`config.mk`:
```
export PLATFORM = sky130hd
export DESIGN_NAME = moc_top
export DESIGN_NICKNAME = d
export VERILOG_FILES = /design/src/moc_pkg.sv /design/src/moc_top.sv
export SDC_FILE = /design/constraint.sdc
export NUM_CORES = 2
export LEC_CHECK = 0
export ABC_AREA = 1
export BUFFER_PORTS_ARGS = -buffer_cell sky130_fd_sc_hd__buf_4
export CORE_MARGIN = 2
export CORE_UTILIZATION = 50
export DETAILED_ROUTE_END_ITERATION = 12
export PLACE_DENSITY = 0.67
export SLEW_MARGIN = 10
export SYNTH_ARGS = -nofsm -noshare
export SYNTH_HDL_FRONTEND = slang
export SYNTH_SLANG_ARGS = --single-unit
```
`constraint.sdc`:
```
create_clock -name pclk -period 14.05 [get_ports pclk]
set_clock_uncertainty 0.1 [all_clocks]
set_input_delay 0.7025 -clock pclk [delete_from_list [all_inputs] [get_ports pclk]]
set_output_delay 0.7025 -clock pclk [all_outputs]
set_load 0.05 [all_outputs]
```
`src/moc_pkg.sv`:
```
// shared constants for the meter output control block
package moc_pkg;
  // register byte offsets
  localparam logic [7:0] A_CTRL = 8'h00;
  localparam logic [7:0] A_LOW = 8'h04;
  localparam logic [7:0] A_HIGH = 8'h08;
  localparam logic [7:0] A_OFFS = 8'h0C;
  localparam logic [7:0] A_CLAMP = 8'h10;
  localparam logic [7:0] A_SWING = 8'h14;
  localparam logic [7:0] A_TIME = 8'h18;
  localparam logic [7:0] A_BUSSP = 8'h1C;
  localparam logic [7:0] A_PIN = 8'h20;
  localparam logic [7:0] A_UPIN = 8'h24;
  localparam logic [7:0] A_STAT = 8'h28;
  localparam logic [7:0] A_LIVE = 8'h2C;
  // register field positions
  localparam int F_MODE = 0;
  localparam int F_FBEEP = 2;
  localparam int F_RBEEP = 3;
  localparam int F_INV = 7;
  localparam int F_DSRC = 8;
  localparam int F_RSRC = 9;
  localparam int F_OSRC = 13;
  localparam int F_FOVR = 14;
  localparam int F_UNLK = 16;
  localparam int F_SMTH = 20;
  localparam int F_HIEXT = 16;
  localparam int F_BTO = 8;
  // reset values
  localparam logic [22:0] CTRL_RST = 23'h000000;
  localparam logic [15:0] LOW_RST = 16'h0000;
  localparam logic [15:0] HIGH_RST = 16'h0064;
  localparam logic [15:0] SWING_RST = 16'h000A;
  localparam logic [15:0] PIN_RST = 16'h0000;
  // limits of settings
  localparam logic [2:0] SMTH_MAX = 3'h5;
  localparam logic [7:0] OFFS_MAX = 8'h63;
  localparam logic [9:0] LOEXT_MAX = 10'h3E7;
  localparam logic [9:0] HIEXT_MAX = 10'h0C7;
  localparam logic [7:0] KEEP_MAX = 8'hC7;
  localparam logic [7:0] BTO_MAX = 8'h63;
  localparam logic [9:0] PERMILLE = 10'h3E8;
  // currents in 1/256 mA
  localparam logic [12:0] I_4MA = 13'h0400;
  localparam logic [12:0] I_16MA = 13'h1000;
  localparam logic [12:0] I_20MA = 13'h1400;
  localparam logic [12:0] I_24MA = 13'h1800;
  localparam logic [12:0] I_22P1 = 13'h161A;
  localparam logic [12:0] I_3P4 = 13'h0366;
  // timing
  localparam int CLK_KHZ = 25000;
  localparam int TENTH_MS = 100;
  localparam int SEC_MS = 1000;
  localparam int TENTH_CYC = TENTH_MS * CLK_KHZ;
  localparam int SEC_CYC = SEC_MS * CLK_KHZ;
  // modes
  typedef enum logic [1:0] {OM_OFF, OM_0_20, OM_4_20, OM_BUS} moc_omode_e;
  typedef enum logic [1:0] {FO_KEEP, FO_22P1, FO_3P4, FO_ZERO} moc_fovr_e;
endpackage

```
`src/moc_top.sv`:
```
// meter output control: value selection, current setpoint, beeper, passcode
`timescale 1ns/100ps

module moc_top #(
  parameter int TENTH_CYC = moc_pkg::TENTH_CYC,
  parameter int SEC_CYC = moc_pkg::SEC_CYC,
  parameter logic [15:0] RECOVERY_CODE = 16'h7316 // arbitrary value
) (
  // clock and reset
  input wire logic pclk,
  input wire logic presetn,
  // apb slave
  input wire logic psel,
  input wire logic penable,
  input wire logic pwrite,
  input wire logic [7:0] paddr,
  input wire logic [31:0] pwdata,
  output logic [31:0] prdata,
  output logic pready,
  output logic pslverr,
  // measurement front end
  input wire logic meas_valid,
  input wire logic signed [15:0] meas_value,
  input wire logic meas_over,
  input wire logic [3:0] relay_active,
  input wire logic bus_frame,
  // front panel pins
  input wire logic button_any,
  input wire logic button_esc,
  // outputs
  output logic [12:0] loop_setpoint,
  output logic loop_enable,
  output logic beeper,
  output logic critical,
  output logic signed [15:0] display_value,
  output logic [63:0] relay_value,
  output logic [3:0] relay_edit_ok
);
  typedef enum logic [1:0] {S_IDLE, S_DIV, S_DONE} moc_st_e;

  logic [22:0] ctrl_reg;
  logic signed [15:0] low_reg, high_reg, swing_reg, live_reg, ext_reg, capt_reg, w_reg;
  logic signed [7:0] offs_reg;
  logic [9:0] loext_reg, hiext_reg;
  logic [7:0] keep_reg, bto_reg, hold_cnt_reg, gap_reg;
  logic [12:0] bussp_reg, calc_reg;
  logic [15:0] upin_reg;
  logic unlocked_reg, rec_used_reg, held_reg, tracking_reg;
  logic [1:0] btn_sync_reg, esc_sync_reg;
  logic btn_prev_reg, esc_prev_reg;
  logic [3:0] relay_prev_reg;
  logic crit_prev_reg, upd1_reg, upd2_reg, upd3_reg, neg_reg;
  logic signed [23:0] acc_reg;
  logic [31:0] tenth_cnt_reg, sec_cnt_reg, quo_reg, rem_reg, den_reg;
  logic [5:0] step_reg;
  moc_st_e st_reg;

  logic setup, wr, hit;
  logic press, esc_press, tick_tenth, tick_sec, timed_out, crit_meas;
  logic [1:0] mode, fovr;
  logic signed [15:0] peak_val, out_src_val;
  logic signed [16:0] diff_w, diff_h;
  logic [32:0] trial;
  logic [12:0] imin, imax, span;
  logic signed [15:0] raw_i;
  logic [13:0] q_sat;
  logic [20:0] lo_prod, hi_prod;

  assign mode = ctrl_reg[moc_pkg::F_MODE +: 2];
  assign fovr = ctrl_reg[moc_pkg::F_FOVR +: 2];
  assign setup = psel & ~penable & ~pready;
  assign wr = psel & penable & pready & pwrite;

  // apb: no wait state, read data comes from a flop loaded during setup
  always_ff @(posedge pclk or negedge presetn)
  begin
    if (!presetn)
    begin
      pready <= 1'b0;
      pslverr <= 1'b0;
      prdata <= 32'h00000000;
    end
    else
    begin
      pready <= setup;
      pslverr <= setup & ~hit;
      if (setup && !pwrite)
      begin
        case (paddr)
          moc_pkg::A_CTRL: prdata <= {9'h000, ctrl_reg};
          moc_pkg::A_LOW: prdata <= {{16{low_reg[15]}}, low_reg};
          moc_pkg::A_HIGH: prdata <= {{16{high_reg[15]}}, high_reg};
          moc_pkg::A_OFFS: prdata <= {{24{offs_reg[7]}}, offs_reg};
          moc_pkg::A_CLAMP: prdata <= {6'h00, hiext_reg, 6'h00, loext_reg};
          moc_pkg::A_SWING: prdata <= {16'h0000, swing_reg};
          moc_pkg::A_TIME: prdata <= {16'h0000, bto_reg, keep_reg};
          moc_pkg::A_BUSSP: prdata <= {19'h00000, bussp_reg};
          moc_pkg::A_PIN: prdata <= {30'h00000000, rec_used_reg, unlocked_reg};
          moc_pkg::A_UPIN: prdata <= unlocked_reg ? {16'h0000, upin_reg} : 32'h00000000;
          moc_pkg::A_STAT: prdata <= {13'h0000, held_reg, beeper, critical, 3'h0, loop_setpoint};
          moc_pkg::A_LIVE: prdata <= {{16{live_reg[15]}}, live_reg};
          default: prdata <= 32'h00000000;
        endcase
      end
    end
  end

  // address decode, unmapped answers with pslverr
  always_comb
  begin
    case (paddr)
      moc_pkg::A_CTRL, moc_pkg::A_LOW, moc_pkg::A_HIGH, moc_pkg::A_OFFS,
      moc_pkg::A_CLAMP, moc_pkg::A_SWING, moc_pkg::A_TIME, moc_pkg::A_BUSSP,
      moc_pkg::A_PIN, moc_pkg::A_UPIN, moc_pkg::A_STAT, moc_pkg::A_LIVE: hit = 1'b1;
      default: hit = 1'b0;
    endcase
  end

  // settings, saturated to their legal ranges on write
  always_ff @(posedge pclk or negedge presetn)
  begin
    if (!presetn)
    begin
      ctrl_reg <= moc_pkg::CTRL_RST;
      low_reg <= moc_pkg::LOW_RST;
      high_reg <= moc_pkg::HIGH_RST;
      offs_reg <= 8'h00;
      loext_reg <= 10'h000;
      hiext_reg <= 10'h000;
      swing_reg <= moc_pkg::SWING_RST;
      keep_reg <= 8'h00;
      bto_reg <= 8'h00;
      bussp_reg <= 13'h0000;
    end
    else if (wr)
    begin
      case (paddr)
        moc_pkg::A_CTRL:
        begin
          ctrl_reg <= pwdata[22:0];
          if (pwdata[22:20] > moc_pkg::SMTH_MAX)
            ctrl_reg[moc_pkg::F_SMTH +: 3] <= moc_pkg::SMTH_MAX;
        end
        moc_pkg::A_LOW: low_reg <= pwdata[15:0];
        moc_pkg::A_HIGH: high_reg <= pwdata[15:0];
        moc_pkg::A_OFFS:
        begin
          if ($signed(pwdata[15:0]) > $signed({8'h00, moc_pkg::OFFS_MAX}))
            offs_reg <= moc_pkg::OFFS_MAX;
          else if ($signed(pwdata[15:0]) < -$signed({8'h00, moc_pkg::OFFS_MAX}))
            offs_reg <= -moc_pkg::OFFS_MAX;
          else
            offs_reg <= pwdata[7:0];
        end
        moc_pkg::A_CLAMP:
        begin
          loext_reg <= (pwdata[9:0] > moc_pkg::LOEXT_MAX) ? moc_pkg::LOEXT_MAX : pwdata[9:0];
          hiext_reg <= (pwdata[25:16] > moc_pkg::HIEXT_MAX) ? moc_pkg::HIEXT_MAX
                       : pwdata[25:16];
        end
        moc_pkg::A_SWING: swing_reg <= pwdata[15] ? 16'h0000 : pwdata[15:0];
        moc_pkg::A_TIME:
        begin
          keep_reg <= (pwdata[7:0] > moc_pkg::KEEP_MAX) ? moc_pkg::KEEP_MAX : pwdata[7:0];
          bto_reg <= (pwdata[15:8] > moc_pkg::BTO_MAX) ? moc_pkg::BTO_MAX : pwdata[15:8];
        end
        moc_pkg::A_BUSSP: bussp_reg <= (pwdata[12:0] > moc_pkg::I_24MA) ? moc_pkg::I_24MA
                                       : pwdata[12:0];
        default: ;
      endcase
    end
  end

  // passcode: a wrong try relocks, recovery code only once
  always_ff @(posedge pclk or negedge presetn)
  begin
    if (!presetn)
    begin
      upin_reg <= moc_pkg::PIN_RST;
      unlocked_reg <= 1'b0;
      rec_used_reg <= 1'b0;
    end
    else
    begin
      if (wr && paddr == moc_pkg::A_PIN)
      begin
        if (!rec_used_reg && pwdata[15:0] == RECOVERY_CODE)
        begin
          upin_reg <= moc_pkg::PIN_RST;
          rec_used_reg <= 1'b1;
          unlocked_reg <= 1'b1;
        end
        else
          unlocked_reg <= (pwdata[15:0] == upin_reg);
      end
      else if (wr && paddr == moc_pkg::A_UPIN && (unlocked_reg || upin_reg == 16'h0000))
        upin_reg <= pwdata[15:0];
    end
  end

  // pins pass two flops before use
  always_ff @(posedge pclk or negedge presetn)
  begin
    if (!presetn)
    begin
      btn_sync_reg <= 2'h0;
      esc_sync_reg <= 2'h0;
      btn_prev_reg <= 1'b0;
      esc_prev_reg <= 1'b0;
    end
    else
    begin
      btn_sync_reg <= {btn_sync_reg[0], button_any};
      esc_sync_reg <= {esc_sync_reg[0], button_esc};
      btn_prev_reg <= btn_sync_reg[1];
      esc_prev_reg <= esc_sync_reg[1];
    end
  end
  assign press = btn_sync_reg[1] & ~btn_prev_reg;
  assign esc_press = esc_sync_reg[1] & ~esc_prev_reg;

  // tenth-second and second ticks
  always_ff @(posedge pclk or negedge presetn)
  begin
    if (!presetn)
    begin
      tenth_cnt_reg <= 32'h00000000;
      sec_cnt_reg <= 32'h00000000;
    end
    else
    begin
      tenth_cnt_reg <= tick_tenth ? 32'h00000000 : tenth_cnt_reg + 32'h00000001;
      sec_cnt_reg <= (tick_sec || bus_frame) ? 32'h00000000 : sec_cnt_reg + 32'h00000001;
    end
  end
  assign tick_tenth = (tenth_cnt_reg == 32'(TENTH_CYC - 1));
  assign tick_sec = (sec_cnt_reg == 32'(SEC_CYC - 1));

  // bus frame gap in whole seconds, saturating
  always_ff @(posedge pclk or negedge presetn)
  begin
    if (!presetn)
      gap_reg <= 8'h00;
    else if (bus_frame)
      gap_reg <= 8'h00;
    else if (tick_sec && gap_reg != 8'hFF)
      gap_reg <= gap_reg + 8'h01;
  end
  assign timed_out = (bto_reg != 8'h00) && (gap_reg >= bto_reg);
  assign crit_meas = meas_over;

  // smoothing: first-order average, shift grows with level
  always_ff @(posedge pclk or negedge presetn)
  begin
    if (!presetn)
    begin
      acc_reg <= 24'h000000;
      live_reg <= 16'h0000;
      upd1_reg <= 1'b0;
      upd2_reg <= 1'b0;
    end
    else
    begin
      upd1_reg <= meas_valid;
      upd2_reg <= upd1_reg;
      if (meas_valid)
        acc_reg <= acc_reg + (($signed({meas_value, 8'h00}) - acc_reg) >>>
                   ctrl_reg[moc_pkg::F_SMTH +: 3]);
      if (upd1_reg)
        live_reg <= acc_reg[23:8] + 16'(offs_reg);
    end
  end

  // peak or drop detector with keep timer
  always_ff @(posedge pclk or negedge presetn)
  begin
    if (!presetn)
    begin
      ext_reg <= 16'h0000;
      capt_reg <= 16'h0000;
      held_reg <= 1'b0;
      tracking_reg <= 1'b0;
      hold_cnt_reg <= 8'h00;
      upd3_reg <= 1'b0;
    end
    else
    begin
      upd3_reg <= upd2_reg;
      if (esc_press)
        held_reg <= 1'b0;
      else if (tick_tenth && held_reg && keep_reg != 8'h00)
      begin
        hold_cnt_reg <= hold_cnt_reg - 8'h01;
        if (hold_cnt_reg <= 8'h01)
          held_reg <= 1'b0;
      end
      if (upd2_reg)
      begin
        if (!tracking_reg || (ctrl_reg[moc_pkg::F_INV] ? live_reg < ext_reg
                                                       : live_reg > ext_reg))
        begin
          ext_reg <= live_reg;
          tracking_reg <= 1'b1;
        end
        else if ((ctrl_reg[moc_pkg::F_INV] ? live_reg - ext_reg : ext_reg - live_reg)
                 >= swing_reg)
        begin
          capt_reg <= ext_reg;
          held_reg <= 1'b1; // capture wins over an escape in the same cycle
          hold_cnt_reg <= keep_reg;
          ext_reg <= live_reg;
        end
      end
    end
  end

  // zero keep time in live display means the peak never lingers
  assign peak_val = (held_reg && (keep_reg != 8'h00 || ctrl_reg[moc_pkg::F_DSRC]))
                    ? capt_reg : live_reg;
  assign out_src_val = ctrl_reg[moc_pkg::F_OSRC] ? peak_val : live_reg;

  // value routing to display, relays and edit permissions
  always_ff @(posedge pclk or negedge presetn)
  begin
    if (!presetn)
    begin
      display_value <= 16'h0000;
      relay_value <= 64'h0;
      relay_edit_ok <= 4'h0;
    end
    else
    begin
      display_value <= ctrl_reg[moc_pkg::F_DSRC] ? peak_val : live_reg;
      for (int i = 0; i < 4; i++)
      begin
        relay_value[16*i +: 16] <= ctrl_reg[moc_pkg::F_RSRC + i] ? peak_val : live_reg;
        relay_edit_ok[i] <= ctrl_reg[moc_pkg::F_UNLK + i] | unlocked_reg |
                            (upin_reg == 16'h0000);
      end
    end
  end

  // beeper: set beats a press in the same cycle
  always_ff @(posedge pclk or negedge presetn)
  begin
    if (!presetn)
    begin
      beeper <= 1'b0;
      relay_prev_reg <= 4'h0;
      crit_prev_reg <= 1'b0;
      critical <= 1'b0;
    end
    else
    begin
      relay_prev_reg <= relay_active;
      crit_prev_reg <= crit_meas | timed_out;
      critical <= (mode == moc_pkg::OM_BUS) ? timed_out : crit_meas;
      if ((ctrl_reg[moc_pkg::F_FBEEP] && (crit_meas | timed_out) && !crit_prev_reg) ||
          |(relay_active & ~relay_prev_reg & ctrl_reg[moc_pkg::F_RBEEP +: 4]))
        beeper <= 1'b1;
      else if (press)
        beeper <= 1'b0;
    end
  end

  // scaling: numerator |W-low|*span, divided serially by |high-low|
  assign diff_w = 17'(out_src_val) - 17'(low_reg);
  assign diff_h = 17'(high_reg) - 17'(low_reg);
  assign span = (mode == moc_pkg::OM_0_20) ? moc_pkg::I_20MA : moc_pkg::I_16MA;
  assign trial = {rem_reg, quo_reg[31]} - {1'b0, den_reg};

  always_ff @(posedge pclk or negedge presetn)
  begin
    if (!presetn)
    begin
      st_reg <= S_IDLE;
      quo_reg <= 32'h00000000;
      rem_reg <= 32'h00000000;
      den_reg <= 32'h00000000;
      neg_reg <= 1'b0;
      step_reg <= 6'h00;
      w_reg <= 16'h0000;
    end
    else
    begin
      case (st_reg)
        S_IDLE:
          if (upd3_reg)
          begin
            w_reg <= out_src_val;
            quo_reg <= 32'(diff_w[16] ? -diff_w : diff_w) * 32'(span);
            den_reg <= 32'(diff_h[16] ? -diff_h : diff_h);
            neg_reg <= diff_w[16] ^ diff_h[16];
            rem_reg <= 32'h00000000;
            step_reg <= 6'h00;
            st_reg <= S_DIV;
          end
        S_DIV:
        begin
          if (!trial[32])
          begin
            rem_reg <= trial[31:0];
            quo_reg <= {quo_reg[30:0], 1'b1};
          end
          else
          begin
            rem_reg <= {rem_reg[30:0], quo_reg[31]};
            quo_reg <= {quo_reg[30:0], 1'b0};
          end
          step_reg <= step_reg + 6'h01;
          if (step_reg == 6'h1F)
            st_reg <= S_DONE;
        end
        S_DONE: st_reg <= S_IDLE;
        default: st_reg <= S_IDLE;
      endcase
    end
  end

  // clamp limits from the extension settings
  assign lo_prod = 21'(moc_pkg::I_4MA) * 21'(loext_reg);
  assign hi_prod = 21'(moc_pkg::I_20MA) * 21'(hiext_reg);
  assign imin = (mode == moc_pkg::OM_0_20) ? 13'h0000
                : moc_pkg::I_4MA - 13'(lo_prod / 21'(moc_pkg::PERMILLE));
  assign imax = moc_pkg::I_20MA + 13'(hi_prod / 21'(moc_pkg::PERMILLE));
  assign q_sat = (|quo_reg[31:14]) ? 14'h3FFF : quo_reg[13:0];
  assign raw_i = (mode == moc_pkg::OM_0_20 ? 16'h0000 : 16'(moc_pkg::I_4MA)) +
                 (neg_reg ? -16'(q_sat) : 16'(q_sat));

  // computed value latched at the end of each division
  always_ff @(posedge pclk or negedge presetn)
  begin
    if (!presetn)
      calc_reg <= 13'h0000;
    else if (st_reg == S_DONE)
    begin
      if (raw_i < $signed({3'h0, imin}))
        calc_reg <= imin;
      else if (raw_i > $signed({3'h0, imax}))
        calc_reg <= imax;
      else
        calc_reg <= raw_i[12:0];
    end
  end

  // loop output: mode, fault override, then bus setpoint or computed value
  always_ff @(posedge pclk or negedge presetn)
  begin
    if (!presetn)
    begin
      loop_setpoint <= 13'h0000;
      loop_enable <= 1'b0;
    end
    else
    begin
      loop_enable <= (mode != moc_pkg::OM_OFF);
      if (mode == moc_pkg::OM_OFF)
        loop_setpoint <= 13'h0000;
      else if (critical)
      begin
        case (fovr)
          moc_pkg::FO_22P1: loop_setpoint <= moc_pkg::I_22P1;
          moc_pkg::FO_3P4: loop_setpoint <= moc_pkg::I_3P4;
          moc_pkg::FO_ZERO: loop_setpoint <= 13'h0000;
          default: loop_setpoint <= loop_setpoint;
        endcase
      end
      else if (mode == moc_pkg::OM_BUS)
        loop_setpoint <= bussp_reg;
      else
        loop_setpoint <= calc_reg;
    end
  end
endmodule

```
==> flow_metrics.env <==
export IMPL_hpwlAfterDp_um=95800
export IMPL_wl_per_cell_um=18.8
export IMPL_grt_total_usage=0.298
export IMPL_crit_cells=83
export IMPL_drt_vias_per_instance=5.52
export IMPL_synth_edf_count=0
export IMPL_yosys_top_cells_area="dfrtp_1 (34%), nand2_1 (10%), ha_1 (10%)"
export IMPL_peakVddDrop_mv=0.322
export IMPL_postCtsSetupBuffers=0
export IMPL_ys_ff_latch=560
export IMPL_wl_met2_um=57000
export IMPL_ant_nets=0
export IMPL_synth_most_common_cell="nand2_1"
export IMPL_synth_area_per_cell_um2=7.53
export IMPL_swShare=0.502
export IMPL_ys_flop_type="dfrtp_1"
export IMPL_regArea_um2=14000
export IMPL_worstRegToRegCells=83
export IMPL_design_portCount=204
export IMPL_finalInstanceArea_um2=45200
export IMPL_stdcell_count=6629
export IMPL_cts_tree="done"
export IMPL_synth_simple_gate_area_frac=0.234
export IMPL_worstSetupPathType="reg -> reg"
export IMPL_cts_sinks=560
export IMPL_met3_wirelength_um=7630
export IMPL_critPathArrivalTime_ps=11820
export IMPL_die_height_um=288
export IMPL_wl_um=125000
export IMPL_synth_area_mux_share=0.00173
export IMPL_fillers=7617
export IMPL_place_inst=6505
export IMPL_syn_inst=5368
export IMPL_multi_input_area_um2=22700
export IMPL_yosysSeqAreaShare=0.347
export IMPL_io_buffers=197
export IMPL_slew_headroom=0.165
export IMPL_yosys_warnings=0
export IMPL_core_um2=80300
export IMPL_drv_slew=0
export IMPL_switchingPower_w=0.00619
export IMPL_tightest_slew_ps=1240
export IMPL_largest_reg_flops=64
export IMPL_synth_cell_types=81
export IMPL_first_pass_iters=6
export IMPL_regMostFlops="relay_value"
export IMPL_final_hold_violation_count=5
export IMPL_dpl_cell_area_um2=42800
export IMPL_finalPower_w=0.0123
export IMPL_area_delta_synth_final_pct=11.9
export IMPL_via_count=36600
export IMPL_fmax_mhz=87.6
export IMPL_grt_start_max_net_pins=135
export IMPL_share_clk_of_total_power=0.155
export IMPL_drc=0
export IMPL_required_ps=14460
export IMPL_grt_pass1_wl_um=193000
export IMPL_overflow=0
export IMPL_internal_power_w=0.00614
export IMPL_start_util=0.503
export IMPL_min_period_ps=11420
export IMPL_finalSetupViolations=0
export IMPL_cpPeakStageDelay_ps=440
export IMPL_gp_congestion=0.996
export IMPL_synth_top_area_share=0.344
export IMPL_path_delay_family="simple AND/OR/NAND/NOR gates"
export IMPL_leakage_nw=22.8
export IMPL_fin_nets=5925
export IMPL_critPathSlowestCell="fa_1"
export IMPL_die_w_um=288
export IMPL_startpoint_type="flop"
export IMPL_synth_top_family_by_area="simple AND/OR/NAND/NOR gates"
export IMPL_comb_power_share=0.663
export IMPL_synth_top_cells_by_count="nand2_1 (1112), inv_1 (724), o21ai_0 (560)"
export IMPL_rows=104
export IMPL_cts_hold_fix_buffers=0
export IMPL_critPathCaptureType="flop"
export IMPL_antenna_found_initial=3
export IMPL_die_area_um2=83100
export IMPL_grt_pass1_vias=34400
export IMPL_drt_iter0_markers=2648
export IMPL_clk_latency_ps=640
export IMPL_cts_buffers=68
export IMPL_status="finished with violations"
export IMPL_whs_ps=-4.82
export IMPL_finalSetupTns_ps=0
export IMPL_synth_area_um2=40400
export IMPL_hold_class="in -> async"
export IMPL_path_max_fanout=17
export IMPL_powerDensity_nw_per_um2=273
export IMPL_htree_levels=3
export IMPL_top_layer_used="met5"
export IMPL_post_cts_resized=0
export IMPL_drv_cap=0
export IMPL_synthAdderAreaFrac=0.107
export IMPL_path_common_cell="nand2_1"
export IMPL_cp_num_buf_inv=9
export IMPL_failed_checks="hold timing"
export IMPL_synth_top_cell_by_area="dfrtp_1"
export IMPL_ys_async_sr_fraction=1.00
export IMPL_fin_crit_sh=0.812
export IMPL_cts_root_buf="clkbuf_16"
export IMPL_clkTransAtPathRegs_ps=60
export IMPL_rsz0062_at_grt="false"
export IMPL_seq_power_share=0.182
export IMPL_drive_gt1_frac=0.110
export IMPL_synth_xor_area_frac=0.0459
export IMPL_clockBufferDepth=3
export IMPL_wl_met1_um=54300
export IMPL_synth_compound_area_frac=0.171
-- cells by family after synthesis --
kind of cell	Yosys count
xor+xnor	211
mux	7
simple gates	2098
flops	560
fa+ha+maj	340
compound gates	1200
buf+inv	951
other cells	1
-- final cells by class --
type / instances / area share
multi-input combinational: 3862 / 0.501
sequential: 560 / 0.310
inverter: 781 / 0.0652
clock buffer: 88 / 0.0428
timing repair buffer: 242 / 0.0406
tap: 1060 / 0.0293
clock inverter: 34 / 0.0103
antenna: 2 / 0.000111
-- path summary, 6_finish.rpt --
path,start,to,slack (ps)
min in group pclk,button_any,btn_sync_reg[0],90
max in group asynchronous,presetn,relay_value[0],10940
worst min-delay path,presetn,tenth_cnt_reg[0],-5
worst max-delay path,hiext_reg[3],calc_reg[6],2630
worst max register to register,hiext_reg[3],calc_reg[6],2630
worst min register to register,btn_sync_reg[0],btn_sync_reg[1],260
-- layer usage --
metal,up-vias,global-route usage
li1,18100,-
met1,17100,0.397
met2,1118,0.486
met3,274,0.0413
met4,2,0.129
met5,-,0
-- worst reg2reg max path: cells and delay by family (launching register included) --
kind | cells | cell delay, ps
flops | 1 | 420
simple gates | 60 | 7010
compound gates | 8 | 1160
buf+inv | 9 | 940
fa+ha+maj | 6 | 1660
-- power by group through the flow --
| stage | Clock (W) | Combinational [W] | Sequential (W) |
|---|---|---|---|
| after floorplan | 0 | 0.00598 | 0.00253 |
| after global placement | 0 | 0.00801 | 0.00227 |
| after detailed placement | 0 | 0.00803 | 0.00227 |
| after CTS | 0.00193 | 0.00820 | 0.00225 |
| after global routing | 0.00200 | 0.00939 | 0.00228 |
| final | 0.00191 | 0.00818 | 0.00225 |
-- cell usage in the layout (no fill, tap or decap), types with 13 or more instances in the layout --
cell type	Yosys	final
o31ai_1	14	14
nor2_1	375	371
clkbuf_8	2	16
xor2_1	146	146
ha_1	331	331
nand3_1	257	257
nor2_2	18	21
o211ai_1	28	28
nor2_4	15	16
nor3_1	62	62
nand2_2	58	58
nor4_1	25	24
clkbuf_16	0	68
o21ai_0	560	559
a21oi_1	282	282
inv_1	724	724
buf_4	5	240
a31oi_1	26	26
inv_2	42	42
a221oi_1	33	33
nand4_1	68	68
a22oi_1	21	21
o22ai_1	81	81
dfrtp_1	555	555
nand2_4	30	30
a211oi_1	13	13
nand2_1	1112	1112
xnor2_1	64	64
o21bai_1	34	34
o21ai_2	12	13
nand3_2	24	24
a21o_1	13	13
-- per-stage QoR --
| stage | setup slack [ps] | utilization |
|---|---|---|
| after global placement | 2950 | 0.533 |
| after global routing | 1490 | 0.563 |
| after CTS | 2720 | 0.563 |
| after floorplan | 4110 | - |
| final | 2630 | 0.563 |
| after detailed placement | 2760 | 0.533 |
Power figures use the tool's default switching activity.
